==> config.mk <==
export PLATFORM = sky130hd
export DESIGN_NAME = vdsr_regs
export DESIGN_NICKNAME = d
export VERILOG_FILES = /design/src/verilog/vdsr_pkg.sv /design/src/verilog/vdsr_regs.sv
export VERILOG_INCLUDE_DIRS = /design/src /design/src/verilog
export SDC_FILE = /design/constraint.sdc
export NUM_CORES = 1
export LEC_CHECK = 0
export BUFFER_PORTS_ARGS = -buffer_cell sky130_fd_sc_hd__buf_2
export CAP_MARGIN = 20
export CORE_UTILIZATION = 30
export DETAILED_ROUTE_END_ITERATION = 7
export GPL_TIMING_DRIVEN = 0
export PLACE_DENSITY = 0.52
export SETUP_SLACK_MARGIN = 0.3
export SLEW_MARGIN = 25
export SYNTH_ARGS = -nofsm -noshare
export SYNTH_HDL_FRONTEND = slang
export SYNTH_SLANG_ARGS = --single-unit
==> constraint.sdc <==
create_clock -name ref_clk_i -period 2.3 [get_ports ref_clk_i]
set_clock_uncertainty 0.15 [all_clocks]
set_input_delay 0.46 -clock ref_clk_i [delete_from_list [all_inputs] [get_ports ref_clk_i]]
set_output_delay 0.46 -clock ref_clk_i [all_outputs]
set_load 0.03 [all_outputs]
==> src/verilog/vdsr_map.svh <==
// Register offsets, field positions, reset values and detector counts
`ifndef VDSR_MAP_SVH
`define VDSR_MAP_SVH
// ================================================================
// Register word indices (AD[11:2]); byte address is four times these
`define VDSR_DECODER_STATUS_IDX 10'h000
`define VDSR_INPUT_FORMAT_SELECT_IDX 10'h001
// ================================================================
// Status bit positions
`define VDSR_VIDEO_PRESENT_BIT 7
`define VDSR_HORIZONTAL_LOCK_BIT 6
`define VDSR_FIELD_EVEN_BIT 5
`define VDSR_LINE_COUNT_BIT 4
`define VDSR_PLL_UNLOCKED_BIT 2
`define VDSR_LUMA_OVERFLOW_BIT 1
`define VDSR_CHROMA_OVERFLOW_BIT 0
// ================================================================
// Format register fields
`define VDSR_FMT_RSVD_BIT 7
`define VDSR_SEL_MSB 6
`define VDSR_SEL_LSB 5
`define VDSR_FMT_RO_MSB 4
`define VDSR_FMT_RO_LSB 3
`define VDSR_FMT_MSB 2
`define VDSR_FMT_LSB 0
`define VDSR_FMT_RO_VALUE 2'h3
// ================================================================
// Reset values
`define VDSR_STATUS_RESET 8'h00
`define VDSR_FORMAT_RESET 8'h58
// ================================================================
// Detector counts in lines or fields
`define VDSR_NO_SYNC_LINES 31
`define VDSR_HLOCK_LINES 32
`define VDSR_STD_FIELDS 32
`endif

==> src/verilog/vdsr_pkg.sv <==
// Types shared by the video input status and format register bank
package vdsr_pkg;
    // ================================================================
    // Colour standard codes of the format field
    typedef enum logic [2:0] {
        VDSR_FMT_AUTO = 3'h0,
        VDSR_FMT_NTSC_M = 3'h1,
        VDSR_FMT_NTSC_JP = 3'h2,
        VDSR_FMT_PAL_BDGHI = 3'h3,
        VDSR_FMT_PAL_M = 3'h4,
        VDSR_FMT_PAL_N = 3'h5,
        VDSR_FMT_SECAM = 3'h6,
        VDSR_FMT_PAL_NC = 3'h7
    } vdsr_format_t;

    // Horizontal lock detector states
    typedef enum logic [1:0] {
        VDSR_HL_SEEK = 2'b01,
        VDSR_HL_LOCKED = 2'b10
    } vdsr_hlock_t;
endpackage

==> src/verilog/vdsr_regs.sv <==
// Video decoder status and input format register bank
`timescale 1ns/1ps
`include "vdsr_map.svh"
module vdsr_regs
    import vdsr_pkg::*;
#(
    parameter int NO_SYNC_LINES = `VDSR_NO_SYNC_LINES,
    parameter int HLOCK_LINES = `VDSR_HLOCK_LINES,
    parameter int STD_FIELDS = `VDSR_STD_FIELDS
)
(
    // Clock, reset, enable
    input wire logic ref_clk_i,
    input wire logic rst_b_i,
    input wire logic ce_i,
    // Register access port
    input wire logic [9:0] reg_addr_i,
    input wire logic [3:0] reg_be_i,
    input wire logic reg_wr_i,
    input wire logic reg_rd_i,
    input wire logic [31:0] reg_wdata_i,
    output logic [31:0] reg_rdata_o,
    // Detector inputs
    input wire logic line_tick_i,
    input wire logic sync_seen_i,
    input wire logic sync_in_window_i,
    input wire logic field_even_i,
    input wire logic field_end_i,
    input wire logic field_625_i,
    input wire logic pll_unlocked_i,
    input wire logic luma_ovf_i,
    input wire logic chroma_ovf_i,
    // Decoder control outputs
    output logic [3:0] analog_input_sel_o,
    output logic [2:0] format_o,
    output logic std_625_o
);

    // ================================================================
    // Access decode
    logic wr_lane0;
    logic wr_status;
    logic wr_format;
    assign wr_lane0 = ce_i && reg_wr_i && reg_be_i[0];
    assign wr_status = wr_lane0 && (reg_addr_i == `VDSR_DECODER_STATUS_IDX);
    assign wr_format = wr_lane0 && (reg_addr_i == `VDSR_INPUT_FORMAT_SELECT_IDX);

    // ================================================================
    // Video present: counts line periods since the last sync
    logic [5:0] nosync_cnt_q;
    logic video_present_flag_q;
    always_ff @(posedge ref_clk_i or negedge rst_b_i)
    begin
        if (!rst_b_i)
        begin
            nosync_cnt_q <= 6'h00;
            video_present_flag_q <= 1'b0;
        end
        else if (ce_i)
        begin
            if (sync_seen_i)
            begin
                nosync_cnt_q <= 6'h00;
                video_present_flag_q <= 1'b1;
            end
            else if (line_tick_i && (nosync_cnt_q != NO_SYNC_LINES[5:0]))
            begin
                nosync_cnt_q <= nosync_cnt_q + 6'h01;
                // Drop on the tick that completes the silent run
                if (nosync_cnt_q == NO_SYNC_LINES[5:0] - 6'h01)
                    video_present_flag_q <= 1'b0;
            end
        end
    end

    // ================================================================
    // Horizontal lock hysteresis; host writes never reach it
    vdsr_hlock_t hl_state_q;
    logic [5:0] hl_cnt_q;
    always_ff @(posedge ref_clk_i or negedge rst_b_i)
    begin
        if (!rst_b_i)
        begin
            hl_state_q <= VDSR_HL_SEEK;
            hl_cnt_q <= 6'h00;
        end
        else if (ce_i && line_tick_i)
        begin
            case (hl_state_q)
                VDSR_HL_SEEK:
                begin
                    if (!sync_in_window_i)
                        hl_cnt_q <= 6'h00;
                    else if (hl_cnt_q == HLOCK_LINES[5:0] - 6'h01)
                    begin
                        hl_cnt_q <= 6'h00;
                        hl_state_q <= VDSR_HL_LOCKED;
                    end
                    else
                        hl_cnt_q <= hl_cnt_q + 6'h01;
                end
                VDSR_HL_LOCKED:
                begin
                    if (sync_in_window_i)
                        hl_cnt_q <= 6'h00;
                    else if (hl_cnt_q == HLOCK_LINES[5:0] - 6'h01)
                    begin
                        hl_cnt_q <= 6'h00;
                        hl_state_q <= VDSR_HL_SEEK;
                    end
                    else
                        hl_cnt_q <= hl_cnt_q + 6'h01;
                end
                default:
                begin
                    hl_state_q <= VDSR_HL_SEEK;
                    hl_cnt_q <= 6'h00;
                end
            endcase
        end
    end
    logic horizontal_lock_flag;
    assign horizontal_lock_flag = (hl_state_q == VDSR_HL_LOCKED);

    // ================================================================
    // Line-count flag: flips only after a run of disagreeing fields
    logic [5:0] std_cnt_q;
    logic line_count_flag_q;
    always_ff @(posedge ref_clk_i or negedge rst_b_i)
    begin
        if (!rst_b_i)
        begin
            std_cnt_q <= 6'h00;
            line_count_flag_q <= 1'b0;
        end
        else if (ce_i && field_end_i)
        begin
            if (field_625_i == line_count_flag_q)
                std_cnt_q <= 6'h00;
            else if (std_cnt_q == STD_FIELDS[5:0] - 6'h01)
            begin
                std_cnt_q <= 6'h00;
                line_count_flag_q <= field_625_i;
            end
            else
                std_cnt_q <= std_cnt_q + 6'h01;
        end
    end

    // ================================================================
    // Sticky overflow flags; an overflow beats a clearing write
    logic luma_overflow_flag_q;
    logic chroma_overflow_flag_q;
    always_ff @(posedge ref_clk_i or negedge rst_b_i)
    begin
        if (!rst_b_i)
        begin
            luma_overflow_flag_q <= 1'b0;
            chroma_overflow_flag_q <= 1'b0;
        end
        else if (ce_i)
        begin
            if (luma_ovf_i)
                luma_overflow_flag_q <= 1'b1;
            else if (wr_status)
                luma_overflow_flag_q <= 1'b0;
            if (chroma_ovf_i)
                chroma_overflow_flag_q <= 1'b1;
            else if (wr_status)
                chroma_overflow_flag_q <= 1'b0;
        end
    end

    // Live bits are wired straight from their detectors
    logic [7:0] decoder_status;
    always_comb
    begin
        decoder_status = 8'h00;
        decoder_status[`VDSR_VIDEO_PRESENT_BIT] = video_present_flag_q;
        decoder_status[`VDSR_HORIZONTAL_LOCK_BIT] = horizontal_lock_flag;
        decoder_status[`VDSR_FIELD_EVEN_BIT] = field_even_i;
        decoder_status[`VDSR_LINE_COUNT_BIT] = line_count_flag_q;
        decoder_status[`VDSR_PLL_UNLOCKED_BIT] = pll_unlocked_i;
        decoder_status[`VDSR_LUMA_OVERFLOW_BIT] = luma_overflow_flag_q;
        decoder_status[`VDSR_CHROMA_OVERFLOW_BIT] = chroma_overflow_flag_q;
    end

    // ================================================================
    // Input format register; bits 4:3 are constant and not stored
    logic fmt_rsvd_q;
    logic [1:0] input_selector_q;
    logic [2:0] format_q;
    localparam logic [7:0] FMT_RST = `VDSR_FORMAT_RESET;
    always_ff @(posedge ref_clk_i or negedge rst_b_i)
    begin
        if (!rst_b_i)
        begin
            fmt_rsvd_q <= FMT_RST[`VDSR_FMT_RSVD_BIT];
            input_selector_q <= FMT_RST[`VDSR_SEL_MSB:`VDSR_SEL_LSB];
            format_q <= FMT_RST[`VDSR_FMT_MSB:`VDSR_FMT_LSB];
        end
        else if (wr_format)
        begin
            // Bit 7 is stored as written; software keeps it at zero
            fmt_rsvd_q <= reg_wdata_i[`VDSR_FMT_RSVD_BIT];
            input_selector_q <= reg_wdata_i[`VDSR_SEL_MSB:`VDSR_SEL_LSB];
            format_q <= reg_wdata_i[`VDSR_FMT_MSB:`VDSR_FMT_LSB];
        end
    end
    logic [7:0] input_format_select;
    assign input_format_select = {fmt_rsvd_q, input_selector_q, `VDSR_FMT_RO_VALUE, format_q};

    // ================================================================
    // Input routing and standard choice, registered for clean control
    always_ff @(posedge ref_clk_i or negedge rst_b_i)
    begin
        if (!rst_b_i)
        begin
            analog_input_sel_o <= 4'h0;
            format_o <= 3'h0;
            std_625_o <= 1'b0;
        end
        else if (ce_i)
        begin
            case (input_selector_q)
                2'h0: analog_input_sel_o <= 4'h8;
                2'h1: analog_input_sel_o <= 4'h4;
                2'h2: analog_input_sel_o <= 4'h1;
                2'h3: analog_input_sel_o <= 4'h2;
                default: analog_input_sel_o <= 4'h1;
            endcase
            format_o <= format_q;
            case (vdsr_format_t'(format_q))
                VDSR_FMT_AUTO: std_625_o <= line_count_flag_q;
                VDSR_FMT_NTSC_M, VDSR_FMT_NTSC_JP, VDSR_FMT_PAL_M: std_625_o <= 1'b0;
                VDSR_FMT_PAL_BDGHI, VDSR_FMT_PAL_N, VDSR_FMT_SECAM,
                VDSR_FMT_PAL_NC: std_625_o <= 1'b1;
                default: std_625_o <= 1'b0;
            endcase
        end
    end

    // ================================================================
    // Read data: lane 0 only, upper lanes and unused words read zero
    always_ff @(posedge ref_clk_i or negedge rst_b_i)
    begin
        if (!rst_b_i)
            reg_rdata_o <= 32'h0000_0000;
        else if (ce_i && reg_rd_i)
        begin
            reg_rdata_o <= 32'h0000_0000;
            if (reg_be_i[0] && reg_addr_i == `VDSR_DECODER_STATUS_IDX)
                reg_rdata_o[7:0] <= decoder_status;
            else if (reg_be_i[0] && reg_addr_i == `VDSR_INPUT_FORMAT_SELECT_IDX)
                reg_rdata_o[7:0] <= input_format_select;
        end
    end
endmodule
==> run_results.csv <==
group,metric,value,unit
status,outcome,"finished clean",
synth,yosys_warnings,0,
grt,grt_max_degree,47,
floorplan,die_w,93.0,um
floorplan,die-area,8650,um2
grt,antenna_found_initial,0,
place,hpwl,3.92,mm
place,place_congestion,0.767,
synth,synth-async-reset-ratio,100,%
min_path,min_path_type,"in2async",
cts,insertion_delay,0.30,ns
layout,seq_area,1150,um2
cts,clk_root_buffer_cell,"clkbuf_8",
setup_path,path_max_fanout,4,
layout,fin_area,3020,um2
cts,clk_pin_slew_worst_paths,0.08,ns
detailed_routing,drc_errors,0,
floorplan,initial_utilization,31.5,%
layout,final_nets,384,
floorplan,fp.dieH,93.0,um
cts,cts_made_buffers,5,
layout,syn2layout_area_growth,21.7,%
timing,maxSlewViolCount,0,
job,drv_cap,0,
power_and_ir_drop,power_density,590,nW/um2
timing,hold_violations,0,
setup_path,crit_chain,"inv_1 -> ha_1 -> or3_1 -> o41ai_2",
power_and_ir_drop,ir_worst_vdd,195,uV
synth,synth-edff-count,0,
synth,synth-seq-area-share,46.4,%
timing,slew_headroom,60.5,%
timing,tightest_slew,0.587,ns
setup_path,regToRegSetupSlack,0.39,ns
layout,drive_gt1_share,30.7,%
detailed_routing,initialDrtViolationCount,79,
place,io_buffers,45,
detailed_routing,totalWireLength,5.34,mm
synth,yosys-top-cells-area,"dfrtp_1 (44%), buf_4 (7.6%), mux2_2 (5.0%)",
synth,netlist_area,2480,um2
timing,setup_viol,0,
timing,period_minus_slack,1.91,ns
setup_path,cp-end-kind,"flip-flop",
detailed_routing,routedWlPerCell,12.7,um
cts,postCtsSetupRepairBufs,0,
grt,grt_pass1_wl,8.61,mm
setup_path,cpPeakStageDelay,0.55,ns
cts,tritoncts,"built",
synth,syn_inst,243,
place,dpl_cell_area,2930,um2
power_and_ir_drop,p_leak,1.51,nW
layout,final_core_util,38.3,%
setup_path,cp.arrival,1.96,ns
setup_path,rr_worst_depth,4,
floorplan,io_pins,100,
synth,ys_ff_latch,46,
timing,rsz0062_at_grt,"true",
floorplan,rows,32,
setup_path,cp.required,2.34,ns
setup_path,rr_startpoint,"hl_state_q[0]",
grt,grt_overflow,0,
synth,synth.distinct_cells,49,
grt,grt_pass1_vias,1792,
detailed_routing,ant_nets,0,
timing,max_freq,523,MHz
layout,antenna_cells,0,
synth,synth_largest_area_cell,"dfrtp_1",
cts,clkSinkCount,46,
detailed_routing,vias,1946,
place,dp.cells,413,
cts,cts-htree-levels,2,
cts,clockBufferDepth,2,
setup_path,worstSetupStartpointType,"flip-flop",
timing,worst_hold_slack,0.0227,ns
timing,period_share,83.1,%
timing,fin_tns_setup,0,ns
setup_path,timing.rr.end,"hl_cnt_q[5]",
layout,final_cells,421,
synth,synth_top_cell_area_share,44.3,%
synth,avgSynthCellArea,10.2,um2
setup_path,crit_type,"reg2reg",
detailed_routing,vias_per_cell,4.62,
detailed_routing,first_pass_iters,6,
cts,cts_resized,0,
floorplan,core_area,7890,um2
synth,yosys_most_used_dff,"dfrtp_1",
grt,grt_usage,13.0,%
layout,multi_input_area,1180,um2
layout,fillCellCount,824,
setup_path,critical-path-slowest-cell,"dfstp_2",
cts,cts_hold_buf,0,
[worst max-delay path by stage]
stage,startpoint,endpoint,slack [ns],depth (start not counted)
finish,hl_state_q[0],hl_cnt_q[5],0.39,4
global route,hl_state_q[0],hl_cnt_q[2],0.29,5
CTS,hl_state_q[0],hl_cnt_q[5],0.34,4
detailed placement,reg_addr_i[1],format_q[0],0.07,5
global placement,reg_addr_i[1],format_q[2],0.12,5
floorplan,reg_addr_i[1],fmt_rsvd_q,0.42,4
[flip-flops by register name, indices dropped and copies added, names as in the netlist]
name,cells
std_cnt_q,6
fmt_rsvd_q,1
hl_state_q,2
std_625_o,1
reg_rdata_o,8
nosync_cnt_q,6
input_selector_q,2
video_present_flag_q,1
analog_input_sel_o,4
format_o,3
hl_cnt_q,6
chroma_overflow_flag_q,1
luma_overflow_flag_q,1
line_count_flag_q,1
format_q,3
[layout by cell type, fill, tap and decap left out, drive strengths merged, types with 2 or more instances in the layout]
cell type,netlist,layout
a31oi,2,2
clkbuf,3,11
mux2,11,11
a22o,3,3
conb,1,24
nor4,2,2
o31ai,13,13
ha,6,6
nor3,7,7
or3,2,2
o21ai,14,14
nand3b,2,2
inv,10,10
o22ai,3,3
nand3,11,11
buf,27,72
and3,3,3
o41ai,2,2
nand2,25,25
mux2i,9,9
a21o,2,2
a21oi,11,11
dfrtp,44,44
dfstp,2,2
xnor2,2,2
nand2b,3,3
or2,2,2
nor2,6,6
nor4b,2,2
[worst max-delay path: cells and delay by family (launching register included)]
| family | cells | cell delay, ns |
|---|---|---|
| buffers and inverters | 1 | 0.04 |
| flip-flops | 1 | 0.55 |
| adder cells (fa/ha/maj) | 1 | 0.31 |
| AND/OR/NAND/NOR | 1 | 0.46 |
| AO/OA/AOI/OAI | 1 | 0.30 |
[power by group]
part | switching, mW | internal [mW] | total [mW]
sequential | 0.0605 | 0.867 | 0.927
combinational | 0.208 | 0.138 | 0.346
clock | 0.264 | 0.245 | 0.509
total | 0.532 | 1.25 | 1.78
[Yosys cell counts, types with 2 or more instances]
cell      number
nand2_1       25
nor3_1         6
dfstp_2        2
a21oi_1       11
buf_4         25
a22o_1         3
nand2b_1       3
nand3_1       10
or2_2          2
mux2i_1        9
or3_1          2
o22ai_1        3
nor2_1         6
o41ai_1        2
nand3b_1       2
inv_1         10
o21ai_0       14
a21o_1         2
and3_1         3
mux2_2        11
dfrtp_1       44
clkbuf_1       2
a31oi_1        2
ha_1           6
o31ai_1       13
xnor2_1        2
[through the flow]
stage / power, mW / worst slack, ns
after detailed placement: 1.29 / 0.0689
final: 1.78 / 0.388
after floorplan: 1.19 / 0.415
after CTS: 1.81 / 0.339
after global routing: 1.89 / 0.295
after global placement: 1.29 / 0.124
[final cells by class]
cell class | count | share of cell area (%)
Inverter | 10 | 1.24
Tap cell | 102 | 4.22
Timing Repair Buffer | 45 | 7.53
Clock buffer | 8 | 2.98
Buffer | 30 | 6.91
Sequential cell | 46 | 38.1
Multi-Input combinational cell | 180 | 39.0
[routing by layer]
metal	vias up	wire, um	track usage [%]
met4	0	86	5.00
met3	7	245	2.76
met2	60	2370	20.5
li1	976	-	-
met1	903	2630	17.5
met5	-	0	0
[cells by family after synthesis]
kind of cell,after synthesis,synth area share (%)
AOI/OAI and AO/OA,57,14.9
muxes,20,8.61
DFF,46,46.4
and+or+nand+nor,70,15.9
adders and majority gates,6,3.02
buffers and inverters,40,9.92
xor gates and xnor gates,3,1.06
other,1,0.151
Power figures use the tool's default switching activity.
